[config.mk]
export PLATFORM = sky130hd
export DESIGN_NAME = two_wire_slave
export DESIGN_NICKNAME = d
export VERILOG_FILES = /design/src/verilog/two_wire_pkg.sv /design/src/verilog/pin_sync.sv /design/src/verilog/two_wire_slave.sv
export VERILOG_INCLUDE_DIRS = /design/src /design/src/verilog
export SDC_FILE = /design/constraint.sdc
export NUM_CORES = 1
export LEC_CHECK = 0
export BUFFER_PORTS_ARGS = -buffer_cell sky130_fd_sc_hd__buf_4
export CAP_MARGIN = 15
export CORE_MARGIN = 1
export CORE_UTILIZATION = 40
export DETAILED_ROUTE_END_ITERATION = 10
export GPL_TIMING_DRIVEN = 1
export PLACE_DENSITY_LB_ADDON = 0.05
export SETUP_SLACK_MARGIN = 0.5
export SYNTH_ARGS = -nofsm -noshare
export SYNTH_HDL_FRONTEND = slang
export SYNTH_HIERARCHICAL = 1
export SYNTH_SLANG_ARGS = --single-unit
[constraint.sdc]
create_clock -name clk -period 5.5 [get_ports clk]
set_input_delay 0.55 -clock clk [delete_from_list [all_inputs] [get_ports clk]]
set_output_delay 0.55 -clock clk [all_outputs]
set_load 0.01 [all_outputs]
[src/verilog/two_wire_slave_map.svh]
// Register offsets, field positions, reset values and fixed figures of the two-wire slave.
// Included by the design files; holds definitions only.
`ifndef TWO_WIRE_SLAVE_MAP_SVH
`define TWO_WIRE_SLAVE_MAP_SVH

// Register offsets on the register port
`define OFS_BUS_CONTROL 8'hE8
`define OFS_BYTE_DATA 8'h9A
`define OFS_OWN_ADDRESS 8'h9B
`define OFS_SERIAL_PORT_CTRL 8'hF8
`define OFS_IRQ_ENABLE 8'hA9
`define OFS_GLOBAL_IRQ 8'hA8

// Field positions inside the bus control register
`define BIT_MASTER_SELECT 0
`define BIT_IFACE_RESET 1
`define BIT_DIRECTION 2
`define BIT_BYTE_DONE 3
`define BIT_HALTED 4

// Field positions inside the other control registers
`define BIT_PORT_SELECT 0
`define BIT_BUS_IRQ_EN 0
`define BIT_GLOBAL_IRQ_EN 7

// Reset values
`define RST_OWN_ADDRESS 8'h55
`define RST_BYTE_DATA 8'h00

// Core vector taken on every completed byte
`define BYTE_DONE_VECTOR 16'h003B

// Bits in one serial byte
`define BITS_PER_BYTE 4'h8

`endif

[src/verilog/two_wire_pkg.sv]
// Types shared by the two-wire slave and its pin sampler.
// Assumes the constants header is included by the modules that need figures.
package two_wire_pkg;

  // Slave controller states
  typedef enum logic [3:0] {
    ST_IDLE     = 4'h0,
    ST_ADDR     = 4'h1,
    ST_ADDR_ACK = 4'h2,
    ST_STRETCH  = 4'h3,
    ST_RX       = 4'h4,
    ST_RX_ACK   = 4'h5,
    ST_TX       = 4'h6,
    ST_TX_ACK   = 4'h7,
    ST_HALT     = 4'h8
  } slave_state_e;

  // Sampled view of the two bus lines with their events
  typedef struct packed {
    logic scl;
    logic sda;
    logic scl_rise;
    logic scl_fall;
    logic start;
    logic stop;
  } bus_view_s;

endpackage : two_wire_pkg

[src/verilog/pin_sync.sv]
// Pin sampler: brings both bus lines into the core clock and finds their events.
// Assumes the lines come from outside the clock domain and change slowly against clk.
`timescale 1ns/1ps
module pin_sync
  import two_wire_pkg::*;
(
  // Clock and reset
  input wire logic clk,
  input wire logic rst_n,
  // Raw line levels
  input wire logic scl_pin_in,
  input wire logic sda_pin_in,
  // Sampled view
  output bus_view_s view
);

  logic [1:0] scl_meta_ff; // First stage is read only by the second
  logic [1:0] sda_meta_ff;
  logic scl_prev_ff; // Previous settled level for edge finding
  logic sda_prev_ff;

  ////////////////////////////////////////////////////////////////////////////
  // Two flip-flops per line, then one more to compare against
  always_ff @(posedge clk) begin
    if (!rst_n) begin
      scl_meta_ff <= 2'h3;
      sda_meta_ff <= 2'h3;
      scl_prev_ff <= 1'b1;
      sda_prev_ff <= 1'b1;
    end else begin
      scl_meta_ff <= {scl_meta_ff[0], scl_pin_in};
      sda_meta_ff <= {sda_meta_ff[0], sda_pin_in};
      scl_prev_ff <= scl_meta_ff[1];
      sda_prev_ff <= sda_meta_ff[1];
    end
  end

  ////////////////////////////////////////////////////////////////////////////
  // Events from the settled stages only
  assign view.scl = scl_meta_ff[1];
  assign view.sda = sda_meta_ff[1];
  assign view.scl_rise = scl_meta_ff[1] & ~scl_prev_ff;
  assign view.scl_fall = ~scl_meta_ff[1] & scl_prev_ff;
  // Data edges count only while the clock line stays high on both samples
  assign view.start = scl_meta_ff[1] & scl_prev_ff & sda_prev_ff & ~sda_meta_ff[1];
  assign view.stop = scl_meta_ff[1] & scl_prev_ff & ~sda_prev_ff & sda_meta_ff[1];

endmodule : pin_sync

[src/verilog/two_wire_slave.sv]
// Two-wire bus hardware slave with its software registers.
// Assumes a register port on clk and open-drain bus lines resolved outside.
// Summary of operation
// - Comes out of reset as hardware slave
// - Active only while port select bit clear
// - Master select bit clear selects slave
// - Own address register compared, software writable
// - All bytes pass through one data register
// - Idle slave waits for START
// - Flag set after START, match, direction
// - Interrupt needs flag, bus enable, global enable
// - Any data register access clears flag
// - Second access per event halts controller
// - Vector 003BH offered on each byte
// - First byte shows address and direction
// - Direction flag holds master's direction bit
// - Clock held low until flag cleared
// - Flag set after byte, ACK or NACK
// - Flag per byte until STOP or reset
// - STOP returns slave to idle, except from halt
// - NACK after sent byte returns idle
// - Interface reset bit forces idle, even halted
// - No status tells address from data event
//
// The plain strobed port and the register offsets are this design's own decisions.
`timescale 1ns/1ps
`include "two_wire_slave_map.svh"
module two_wire_slave
  import two_wire_pkg::*;
#(
  parameter int ADDR_W = 8
) (
  // Clock and reset
  input wire logic clk,
  input wire logic rst_n,
  // Register port
  input wire logic [ADDR_W-1:0] reg_addr,
  input wire logic [7:0] reg_wdata,
  input wire logic reg_wr,
  input wire logic reg_rd,
  output logic [7:0] reg_rdata,
  // Serial clock line, open drain
  input wire logic serial_clock_pin_in,
  output logic serial_clock_pin_out,
  output logic serial_clock_pin_oe,
  // Serial data line, open drain
  input wire logic serial_data_pin_in,
  output logic serial_data_pin_out,
  output logic serial_data_pin_oe,
  // Core interrupt
  output logic irq_req,
  output logic [15:0] irq_vector
);

  // Offsets are eight bits wide, a narrower port cannot reach them
  if (ADDR_W < 8) begin : g_bad_addr_w
    $error("two_wire_slave: ADDR_W must be at least 8");
  end

  ////////////////////////////////////////////////////////////////////////////
  // Declarations
  bus_view_s view; // Sampled lines and events
  slave_state_e state_ff, nxt_state;
  logic [3:0] bitcnt_ff, nxt_bitcnt; // Bits moved in the current byte
  logic [7:0] shreg_ff, nxt_shreg; // Serial shift register
  logic sda_oe_ff, nxt_sda_oe; // Pull data line low
  logic scl_oe_ff, nxt_scl_oe; // Pull clock line low
  logic nack_ff, nxt_nack; // Master answer to a sent byte
  logic flag_set; // Byte finished this cycle
  logic data_load; // Copy received byte into data register
  logic dir_load; // Capture direction bit
  // Software registers
  logic port_select_ff; // Shared pins given to the other port
  logic master_select_ff; // Software master instead of slave
  logic [7:0] own_addr_ff;
  logic [7:0] data_ff;
  logic dir_ff;
  logic flag_ff;
  logic access_used_ff; // Data register already touched for this event
  logic bus_irq_en_ff;
  logic global_irq_en_ff;
  logic [7:0] rdata_ff;

  ////////////////////////////////////////////////////////////////////////////
  // Pin sampling
  pin_sync u_pin_sync (
    .clk(clk),
    .rst_n(rst_n),
    .scl_pin_in(serial_clock_pin_in),
    .sda_pin_in(serial_data_pin_in),
    .view(view)
  );

  ////////////////////////////////////////////////////////////////////////////
  // Register decode
  wire [7:0] addr8 = reg_addr[7:0];
  wire hi_zero = (reg_addr >> 8) == '0;
  wire sel_ctrl = hi_zero & (addr8 == `OFS_BUS_CONTROL);
  wire sel_data = hi_zero & (addr8 == `OFS_BYTE_DATA);
  wire sel_own = hi_zero & (addr8 == `OFS_OWN_ADDRESS);
  wire sel_port = hi_zero & (addr8 == `OFS_SERIAL_PORT_CTRL);
  wire sel_irqen = hi_zero & (addr8 == `OFS_IRQ_ENABLE);
  wire sel_gie = hi_zero & (addr8 == `OFS_GLOBAL_IRQ);
  // A read or a write of the data register counts as one access
  wire data_access = sel_data & (reg_wr | reg_rd);
  wire data_write = sel_data & reg_wr;
  // Reset bit is a write-one pulse, it never stores
  wire iface_reset = sel_ctrl & reg_wr & reg_wdata[`BIT_IFACE_RESET];
  // Slave runs only with the pins ours and master mode off
  wire slave_active = ~port_select_ff & ~master_select_ff;
  // A second access with no new event in between stops the controller
  wire double_access = data_access & access_used_ff & ~flag_ff;
  // Seven-bit address sits above the direction bit
  wire addr_match = shreg_ff[7:1] == own_addr_ff[6:0];
  wire byte_full = bitcnt_ff == `BITS_PER_BYTE;
  wire halted = state_ff == ST_HALT;
  // Address and data events look the same: only flag and direction are shown
  wire [7:0] ctrl_word = {3'h0, halted, flag_ff, dir_ff, 1'b0, master_select_ff};
  wire [7:0] rd_word = sel_ctrl ? ctrl_word :
                       sel_data ? data_ff :
                       sel_own ? own_addr_ff :
                       sel_port ? {7'h00, port_select_ff} :
                       sel_irqen ? {7'h00, bus_irq_en_ff} :
                       sel_gie ? {global_irq_en_ff, 7'h00} : 8'h00;

  ////////////////////////////////////////////////////////////////////////////
  // Slave sequencer next state
  always_comb begin
    nxt_state = state_ff;
    nxt_bitcnt = bitcnt_ff;
    nxt_shreg = shreg_ff;
    nxt_sda_oe = sda_oe_ff;
    nxt_scl_oe = scl_oe_ff;
    nxt_nack = nack_ff;
    flag_set = 1'b0;
    data_load = 1'b0;
    dir_load = 1'b0;
    if (!slave_active || iface_reset) begin
      // Forced idle, lines let go, even from halt
      nxt_state = ST_IDLE;
      nxt_sda_oe = 1'b0;
      nxt_scl_oe = 1'b0;
    end else if (halted) begin
      // Halt holds until the reset bit is written or the slave is shut out
      nxt_state = ST_HALT;
    end else if (double_access) begin
      // Lines released so a stuck controller cannot lock the bus
      nxt_state = ST_HALT;
      nxt_sda_oe = 1'b0;
      nxt_scl_oe = 1'b0;
    end else if (view.stop) begin
      nxt_state = ST_IDLE;
      nxt_sda_oe = 1'b0;
      nxt_scl_oe = 1'b0;
    end else if (view.start) begin
      // Also taken as repeated START from any state but halt
      nxt_state = ST_ADDR;
      nxt_bitcnt = 4'h0;
      nxt_sda_oe = 1'b0;
      nxt_scl_oe = 1'b0;
    end else begin
      unique case (state_ff)
        ST_IDLE: begin
          // Traffic ignored until a START
          nxt_state = ST_IDLE;
        end
        ST_ADDR, ST_RX: begin
          // Sample on rising clock, decide after the eighth falling one
          if (view.scl_rise && !byte_full) begin
            nxt_shreg = {shreg_ff[6:0], view.sda};
            nxt_bitcnt = bitcnt_ff + 4'h1;
          end
          if (view.scl_fall && byte_full) begin
            nxt_bitcnt = 4'h0;
            if (state_ff == ST_RX) begin
              nxt_state = ST_RX_ACK;
              nxt_sda_oe = 1'b1;
            end else if (addr_match) begin
              nxt_state = ST_ADDR_ACK;
              nxt_sda_oe = 1'b1;
            end else begin
              // Another slave's address: stay off the bus
              nxt_state = ST_IDLE;
            end
          end
        end
        ST_ADDR_ACK, ST_RX_ACK: begin
          // ACK held through the ninth clock, then stretch
          if (view.scl_fall) begin
            nxt_sda_oe = 1'b0;
            nxt_scl_oe = 1'b1;
            flag_set = 1'b1;
            data_load = 1'b1;
            dir_load = state_ff == ST_ADDR_ACK;
            nxt_state = ST_STRETCH;
          end
        end
        ST_STRETCH: begin
          // Clock released only once software has cleared the flag
          if (!flag_ff) begin
            nxt_scl_oe = 1'b0;
            nxt_bitcnt = 4'h0;
            if (dir_ff) begin
              // First bit put out in the same cycle the clock is let go
              nxt_state = ST_TX;
              nxt_shreg = data_ff;
              nxt_sda_oe = ~data_ff[7];
              nxt_bitcnt = 4'h1;
            end else begin
              nxt_state = ST_RX;
            end
          end
        end
        ST_TX: begin
          // Next bit goes out on each falling clock
          if (view.scl_fall) begin
            if (byte_full) begin
              nxt_sda_oe = 1'b0;
              nxt_state = ST_TX_ACK;
            end else begin
              nxt_shreg = {shreg_ff[6:0], 1'b0};
              nxt_sda_oe = ~shreg_ff[6];
              nxt_bitcnt = bitcnt_ff + 4'h1;
            end
          end
        end
        ST_TX_ACK: begin
          // Master answer sampled on the ninth rising clock
          if (view.scl_rise) begin
            nxt_nack = view.sda;
          end
          if (view.scl_fall) begin
            flag_set = 1'b1;
            if (nack_ff) begin
              nxt_state = ST_IDLE;
            end else begin
              nxt_scl_oe = 1'b1;
              nxt_state = ST_STRETCH;
            end
          end
        end
        ST_HALT: begin
          nxt_state = ST_HALT;
        end
        default: begin
          // Unused codes fall back to idle
          nxt_state = ST_IDLE;
          nxt_sda_oe = 1'b0;
          nxt_scl_oe = 1'b0;
        end
      endcase
    end
  end

  ////////////////////////////////////////////////////////////////////////////
  // Sequencer registers
  always_ff @(posedge clk) begin
    if (!rst_n) begin
      state_ff <= ST_IDLE;
      bitcnt_ff <= 4'h0;
      shreg_ff <= 8'h00;
      sda_oe_ff <= 1'b0;
      scl_oe_ff <= 1'b0;
      nack_ff <= 1'b0;
    end else begin
      state_ff <= nxt_state;
      bitcnt_ff <= nxt_bitcnt;
      shreg_ff <= nxt_shreg;
      sda_oe_ff <= nxt_sda_oe;
      scl_oe_ff <= nxt_scl_oe;
      nack_ff <= nxt_nack;
    end
  end

  ////////////////////////////////////////////////////////////////////////////
  // Control registers; reset values give slave mode with no setup
  always_ff @(posedge clk) begin
    if (!rst_n) begin
      port_select_ff <= 1'b0;
      master_select_ff <= 1'b0;
      own_addr_ff <= `RST_OWN_ADDRESS;
      bus_irq_en_ff <= 1'b0;
      global_irq_en_ff <= 1'b0;
    end else if (reg_wr) begin
      if (sel_port) port_select_ff <= reg_wdata[`BIT_PORT_SELECT];
      if (sel_ctrl) master_select_ff <= reg_wdata[`BIT_MASTER_SELECT];
      if (sel_own) own_addr_ff <= reg_wdata;
      if (sel_irqen) bus_irq_en_ff <= reg_wdata[`BIT_BUS_IRQ_EN];
      if (sel_gie) global_irq_en_ff <= reg_wdata[`BIT_GLOBAL_IRQ_EN];
    end
  end

  ////////////////////////////////////////////////////////////////////////////
  // Data register: a finished byte wins over a software write
  always_ff @(posedge clk) begin
    if (!rst_n) begin
      data_ff <= `RST_BYTE_DATA;
    end else if (data_load) begin
      data_ff <= shreg_ff;
    end else if (data_write) begin
      data_ff <= reg_wdata;
    end
  end

  ////////////////////////////////////////////////////////////////////////////
  // Direction and byte flag; a new event beats a clearing access
  always_ff @(posedge clk) begin
    if (!rst_n) begin
      dir_ff <= 1'b0;
      flag_ff <= 1'b0;
    end else begin
      if (dir_load) dir_ff <= shreg_ff[0];
      if (flag_set) begin
        flag_ff <= 1'b1;
      end else if (data_access || iface_reset || !slave_active) begin
        flag_ff <= 1'b0;
      end
    end
  end

  ////////////////////////////////////////////////////////////////////////////
  // One access allowed per flag event
  always_ff @(posedge clk) begin
    if (!rst_n) begin
      access_used_ff <= 1'b0;
    end else if (flag_set || iface_reset) begin
      access_used_ff <= 1'b0;
    end else if (data_access) begin
      access_used_ff <= 1'b1;
    end
  end

  ////////////////////////////////////////////////////////////////////////////
  // Read data stands only in the cycle after the strobe
  always_ff @(posedge clk) begin
    if (!rst_n) begin
      rdata_ff <= 8'h00;
    end else begin
      rdata_ff <= reg_rd ? rd_word : 8'h00;
    end
  end

  ////////////////////////////////////////////////////////////////////////////
  // Outputs
  assign reg_rdata = rdata_ff;
  // Open drain: the lines are only ever pulled low
  assign serial_clock_pin_out = 1'b0;
  assign serial_clock_pin_oe = scl_oe_ff;
  assign serial_data_pin_out = 1'b0;
  assign serial_data_pin_oe = sda_oe_ff;
  // Both enables must be on for the core to see the byte event
  assign irq_req = flag_ff & bus_irq_en_ff & global_irq_en_ff;
  assign irq_vector = `BYTE_DONE_VECTOR;

endmodule : two_wire_slave

==> metrics.cfg, run 1 <==
[timing]
slew_headroom = 0.396
hold_viol = 0
fin_ws_ns = 2.79
tns_ns = 0
post-route-min-period_ns = 2.71
clock_skew_ns = 0.00593
rsz0062_at_grt = false
maxSlewViolCount = 0
max_freq_ghz = 0.369
setup_viol = 0
finalCritPeriodShare = 0.492
whs_ns = 0.406
worst_slew_pin_slew_ns = 0.897

[clock_network]
post_cts_buffers = 0
cts_tree = built
cts_hold_buf = 0
clkTransAtPathRegs_ns = 0.10
cts_max_path_buffers = 2
h-tree-depth = 2
clk_latency_ns = 0.32
cts_made_buffers = 5
cts_sinks = 56
cts_root_buffer = clkbuf_8
cts_resized = 0

[die]
core-area_mm2 = 0.00785
initial_core_util = 0.421
fp-row-count = 32
dieArea_mm2 = 0.00862
fp.dieH_um = 92.8
io_pins = 51
die_x_um = 92.8

[worst_setup_path]
critical_path.max_stage_delay_ns = 0.78
critical_path.max_fanout = 16
r2r_slack_ns = 2.79
setup.worst_path.start_class = flip-flop
endpoint_kind = flip-flop
crit_path_top_delay_cell = nor4_1
crit_type = flip-flop to flip-flop
cp_num_buf_inv = 1
critPathRequiredTime_ns = 5.69
cp_top_family = simple AND/OR/NAND/NOR gates
cp_cell_sequence = inv_1, nor4_1, and4bb_4, and3_1, nand3_1, o21ai_2
crit_arrival_ns = 2.90

[status]
status = finished clean

[global_route]
antenna_found_initial = 0
grt_pass1_wl_um = 13800
grt_max_degree = 56
grt_use_total = 0.204
globalRouteOverflowTotal = 0
grt_pass1_vias = 2659

[detailed_routing]
viasPerCell = 5.64
dr.pass1.iters = 4
initialDrtViolationCount = 194
route.vias.total = 2916
postRouteWirelength_um = 8310
drc = 0
routedWlPerCell_um = 16.1
postRouteAntennaNets = 0

[placed_design]
placed_cell_area_mm2 = 0.00348
dpl.cell_count = 509
post-place-ws_ns = 2.71
io_buffers = 32
gp_congestion = 0.883
place_hpwl_um = 5990

[final_layout]
antenna_cells = 0
fill_cells = 846
area_delta_synth_final_pct = 8.49
stdcell_count = 517
final_cell_mix = 56 x dfxtp_1, 48 x nand2_1, 34 x nand3_1, 33 x buf_4, 24 x nor2_1
drive_gt1_frac = 0.176
layout.nets = 438
design_area_mm2 = 0.00358
final_core_util = 0.456
final_common_cell = dfxtp_1

[flow_run]
maxCapViolCount = 0

[pwr]
power_density_mw_per_mm2 = 202
power_uw = 722
p_leak_nw = 1.44
ir_drop_mv = 0.118

[synth]
syn_area_mm2 = 0.00330
yosys_warnings = 6
postSynthCellCount = 397
synth.avg_cell_area_um2 = 8.31

[hold_path]
min_path_type = input port to flip-flop

worst paths after layout:
check | from | endpoint | cells past startpoint
hold / removal | serial_clock_pin_in | u_pin_sync/scl_meta_ff[0] | 2
setup / recovery | state_ff[3] | shreg_ff[7] | 6
setup reg to reg | state_ff[3] | shreg_ff[7] | 6
hold reg to reg | u_pin_sync/scl_meta_ff[0] | u_pin_sync/scl_meta_ff[1] | 1
power by group:
group	leakage [nW]	internal, mW	switching, mW
Clock	0.0516	0.104	0.145
Combinational	0.937	0.0233	0.0388
Sequential	0.453	0.408	0.00353
Total	1.44	0.535	0.187
cell type report:
class,count,area [um2],share of cell area
timing repair buffer,33,248,0.0692
clock buffer,6,82.6,0.0231
multi-input combinational,307,1950,0.544
sequential,56,1120,0.313
tap,102,128,0.0356
inverter,11,41.3,0.0115
clock inverter,2,13.8,0.00384
layer usage:
layer / global-route usage / routed length [um] / vias to the layer above
li1: - / - / 1428
met1: 0.292 / 4110 / 1377
met2: 0.308 / 3650 / 99
met3: 0.0312 / 421 / 12
met4: 0.0692 / 123 / 0
met5: 0 / 0 / -
flip-flops by register name, summed over array words and instances, names as in the netlist, 2 cells and up:
register	count
data_ff	8
own_addr_ff	8
reg_rdata	8
shreg_ff	8
bitcnt_ff	4
state_ff	4
u_pin_sync/scl_meta_ff	2
u_pin_sync/sda_meta_ff	2
Power figures use the tool's default switching activity.
==> inputs of run 2 (changes only) <==
==> constraint.sdc (replaced) <==
create_clock -name clk -period 2.4 [get_ports clk]
set_input_delay 0.24 -clock clk [delete_from_list [all_inputs] [get_ports clk]]
set_output_delay 0.24 -clock clk [all_outputs]
set_load 0.01 [all_outputs]
==> run 2 against run 1 <==
- core utilization up 5.0 points
- largest power group unchanged
- via count up 6.3%
- count of clock-buffer cells in the layout unchanged
==> metrics.cfg, run 2 (synthesis results as in run 1) <==
[status]
status = finished clean

[global_route]
antenna_found_initial = 0
grt_pass1_vias = 2850
grt_max_degree = 40
grt_pass1_wl_um = 14400
globalRouteOverflowTotal = 0
grt_use_total = 0.210

[timing]
maxSlewViolCount = 0
hold_viol = 0
tns_ns = 0
rsz0062_at_grt = true
clock_skew_ns = 0.0122
fin_ws_ns = 0.496
max_freq_ghz = 0.525
setup_viol = 0
post-route-min-period_ns = 1.90
finalCritPeriodShare = 0.793

[detailed_routing]
drc = 0
dr.pass1.iters = 5
postRouteAntennaNets = 0
routedWlPerCell_um = 16.2
initialDrtViolationCount = 176
route.vias.total = 3101
viasPerCell = 5.61
postRouteWirelength_um = 8940

[worst_setup_path]
rr_startpoint = state_ff[2]
r2r_cells = 6
crit_arrival_ns = 2.16
critPathRequiredTime_ns = 2.66
setup.worst_path.start_class = flip-flop
crit_type = flip-flop to flip-flop
worstSetupEndpoint = state_ff[0]
cp_cell_sequence = nand2b_1, o21bai_1, a221o_1, a2111oi_1, buf_4, o21a_1
rr_endpoint = state_ff[0]
critical_path.max_fanout = 11
critical_path.max_stage_delay_ns = 0.45
crit_path_top_delay_cell = a2111oi_1
startpoint = state_ff[2]
endpoint_kind = flip-flop
r2r_slack_ns = 0.50

[placed_design]
gp_congestion = 0.928
place_hpwl_um = 6320
post-place-ws_ns = 0.172
io_buffers = 32
placed_cell_area_mm2 = 0.00361

[final_layout]
final_core_util = 0.507
final_cell_mix = 67 x buf_4, 48 x nand2_1, 48 x dfxtp_1, 34 x nand3_1, 24 x nor2_1
antenna_cells = 0
design_area_mm2 = 0.00398
final_common_cell = buf_4
area_delta_synth_final_pct = 20.4
layout.nets = 474
drive_gt1_frac = 0.288

[die]
dieArea_mm2 = 0.00862
fp-row-count = 32
initial_core_util = 0.421
fp.dieH_um = 92.8
die_x_um = 92.8
core-area_mm2 = 0.00785
io_pins = 51

[clock_network]
cts_tree = built
clkTransAtPathRegs_ns = 0.10
cts_sinks = 56
h-tree-depth = 2
clk_latency_ns = 0.31
cts_made_buffers = 5
cts_root_buffer = clkbuf_8
cts_max_path_buffers = 2

[pwr]
ir_drop_mv = 0.243
power_mw = 1.75
p_leak_nw = 1.65
power_density_mw_per_mm2 = 439

[flow_run]
maxCapViolCount = 0

[hold_path]
min_path_type = input port to flip-flop
holdCritStartpoint = serial_clock_pin_in
hold_depth = 2

## run 2: how the worst min path moves through the flow
stage / slack (ns) / to
after floorplan: 0.31 / u_pin_sync/scl_meta_ff[0]
after global placement: 0.39 / u_pin_sync/scl_meta_ff[1]
after detailed placement: 0.39 / u_pin_sync/scl_meta_ff[1]
after CTS: 0.10 / u_pin_sync/scl_meta_ff[0]
after global routing: 0.11 / u_pin_sync/sda_meta_ff[0]
final: 0.11 / u_pin_sync/scl_meta_ff[0]
## run 2: layer usage
| layer | vias to the layer above | track usage | wire, um |
|---|---|---|---|
| met5 | - | 0 | 0 |
| met2 | 141 | 0.320 | 3890 |
| met1 | 1445 | 0.306 | 4270 |
| li1 | 1497 | - | - |
| met4 | 0 | 0.0590 | 199 |
| met3 | 18 | 0.0304 | 575 |
## run 2: area by class of cell
| type | count | area, um2 |
|---|---|---|
| clock buffer | 6 | 72.6 |
| clock inverter | 2 | 38.8 |
| fill | 770 | 3870 |
| inverter | 11 | 41.3 |
| multi-input combinational | 308 | 2040 |
| sequential | 56 | 1140 |
| tap | 102 | 128 |
| timing repair buffer | 68 | 514 |
## run 2: metrics by stage
step | std cells | hold WS [ns]
finish | 553 | 0.112
global route | 553 | 0.105
floorplan | 413 | 0.313
detailed placement | 525 | 0.392
global placement | 525 | 0.388
CTS | 539 | 0.105
## run 2: what timing repair did
| action | in CTS | in global routing |
|---|---|---|
| pin swaps | 6 | 10 |
| buffers inserted | 6 | 13 |
| hold buffers | 0 | 0 |
| gates cloned | 0 | 1 |
| endpoints found under the hold margin | 0 | 0 |
| resized for setup | 21 | 10 |
| setup endpoints to repair | 23 | 19 |
## run 2: critical path, delay by kind of cell, from the launching register on
family          cells  cell delay (ns)
simple gates        1             0.21
compound gates      4             1.02
flops               1             0.43
buf+inv             1             0.18
## run 2: report_power, final
| part | total (mW) | internal, mW | switching (mW) | leakage (nW) |
|---|---|---|---|---|
| Sequential | 0.940 | 0.933 | 0.00611 | 0.456 |
| Combinational | 0.173 | 0.0713 | 0.101 | 1.14 |
| Clock | 0.634 | 0.316 | 0.318 | 0.0558 |
| Total | 1.75 | 1.32 | 0.426 | 1.65 |
==> inputs of run 3 (changes only) <==
==> constraint.sdc (replaced) <==
create_clock -name clk -period 1.8 [get_ports clk]
set_input_delay 0.18 -clock clk [delete_from_list [all_inputs] [get_ports clk]]
set_output_delay 0.18 -clock clk [all_outputs]
set_load 0.01 [all_outputs]
==> run 3 against run 2 <==
- combinational power is 87% higher
- via count is 13% higher
- register-to-register slack worse by 0.60 ns
- clock skew is 0.0036 ns lower
- worst hold slack worse by 0.077 ns
- clock power is 15% higher
- sequential share of layout area is 5.5 points lower
- global-route usage is 5.3 points higher
- sequential power is 33% higher
- the flow now finishes with violations (negative setup slack)
- cell area is 24% higher
==> metrics.cfg, run 3 (synthesis results as in run 1) <==
[status]
status = complete, but fails checks
violations = negative setup slack

[final_layout]
drive_gt1_frac = 0.469
area_delta_synth_final_pct = 48.9
final_common_cell = buf_4
final_cell_mix = 127 x buf_4, 46 x nand2_1, 45 x dfxtp_1, 27 x nand3_1, 21 x buf_6
layout.nets = 558
fill_cells = 696
antenna_cells = 0
stdcell_count = 637

[timing]
maxSlewViolCount = 0
worst_slew_pin_slew_ns = 0.523
slew_headroom = 0.648
fin_ws_ns = -0.101
post-route-min-period_ns = 1.90
clock_skew_ns = 0.00859
finalCritPeriodShare = 1.06
max_freq_ghz = 0.526
rsz0062_at_grt = true
setup_viol = 5
hold_viol = 0

[worst_setup_path]
critical_path.max_stage_delay_ns = 0.42
crit_path_top_delay_cell = or4_1
critical_path.max_fanout = 4
rr_startpoint = u_pin_sync/scl_prev_ff
cp_cell_sequence = buf_6, buf_4, nor2b_4, nand2_1, a211oi_2, o211ai_2, or4_1, a21boi_1
rr_endpoint = bitcnt_ff[2]
r2r_cells = 8
crit_type = flip-flop to flip-flop
setup.worst_path.start_class = flip-flop
crit_arrival_ns = 2.15
endpoint_kind = flip-flop
r2r_slack_ns = -0.10
critPathRequiredTime_ns = 2.05

[die]
die_x_um = 92.8
fp-row-count = 32
fp.dieH_um = 92.8
io_pins = 51
initial_core_util = 0.421
core-area_mm2 = 0.00785
dieArea_mm2 = 0.00862

[clock_network]
cts_hold_buf = 0
cts_made_buffers = 5
cts_max_path_buffers = 2
clkTransAtPathRegs_ns = 0.10
cts_tree = built
cts_root_buffer = clkbuf_8
clk_latency_ns = 0.32
h-tree-depth = 2
cts_sinks = 56

[global_route]
grt_pass1_wl_um = 17900
globalRouteOverflowTotal = 0
grt_max_degree = 38
grt_use_total = 0.264
antenna_found_initial = 0
grt_pass1_vias = 3530

[hold_path]
min_path_type = input port to flip-flop
holdPathEnd = u_pin_sync/sda_meta_ff[0]
hold_depth = 2
holdCritStartpoint = serial_data_pin_in

[flow_run]
maxCapViolCount = 0

[placed_design]
gp_congestion = 0.919
place_hpwl_um = 7260
dpl.cell_count = 586
post-place-ws_ns = -0.119
io_buffers = 32

[pwr]
power_density_mw_per_mm2 = 469
ir_drop_mv = 0.357
p_leak_nw = 2.19
power_mw = 2.31

[detailed_routing]
drc = 0
route.vias.total = 3501
postRouteWirelength_um = 10800
postRouteAntennaNets = 0
initialDrtViolationCount = 236
dr.pass1.iters = 5
viasPerCell = 5.50
routedWlPerCell_um = 16.9

==> run 3: area by class of cell <==
type	instances	area [um2]	area share
clock buffer	6	72.6	0.0148
clock inverter	2	13.8	0.00280
inverter	11	41.3	0.00840
multi-input combinational	309	2280	0.463
sequential	56	1140	0.232
tap	102	128	0.0260
timing repair buffer	151	1240	0.253
==> run 3: worst max-delay path by stage <==
| stage | start | cells after the start | to | slack, ns |
|---|---|---|---|---|
| 3_5_place_dp | reg_addr[0] | 7 | data_ff[2] | -0.12 |
| 6_report | u_pin_sync/scl_prev_ff | 8 | bitcnt_ff[2] | -0.10 |
| 4_1_cts | u_pin_sync/scl_prev_ff | 7 | bitcnt_ff[2] | -0.09 |
| 2_1_floorplan | reg_addr[0] | 8 | shreg_ff[5] | -0.05 |
| 5_1_grt | u_pin_sync/scl_prev_ff | 7 | bitcnt_ff[2] | -0.22 |
| 3_3_place_gp | reg_addr[0] | 7 | data_ff[6] | -0.07 |
==> run 3: per-stage QoR <==
stage          setup TNS, ns  hold slack, ns  utilization  cell area [um2]
2_1_floorplan        -0.0935           0.253            -             3500
6_report              -0.322          0.0347        0.626             4920
5_1_grt                -1.58          0.0259        0.626             4920
3_3_place_gp          -0.771           0.367        0.530             4160
3_5_place_dp           -1.29           0.368        0.530             4160
4_1_cts               -0.189          0.0306        0.603             4730
==> run 3: routing by layer <==
metal	wire length, um	track usage	vias up
met1	4870	0.353	1661
met3	680	0.0501	29
met4	294	0.101	0
met2	4950	0.417	131
li1	-	-	1680
met5	0	0	-
==> run 3: worst max-delay path: cells and delay by family, from the launching register on <==
family	cells	cell delay, ns
DFF	1	0.34
buffers and inverters	2	0.24
and+or+nand+nor	3	0.69
AOI/OAI and AO/OA	3	0.55
==> run 3: timing repair <==
item	4_1_cts	5_1_grt
buffers inserted	30	11
gates resized for setup	57	25
pin swaps	29	24
setup endpoints to repair	33	39
cloned	2	0
==> run 3: power breakdown <==
group          internal (mW)  total [mW]  switching [mW]  leakage (nW)
Sequential              1.25        1.25         0.00785         0.457
Clock                  0.279       0.728           0.448        0.0456
Combinational          0.156       0.324           0.168          1.68
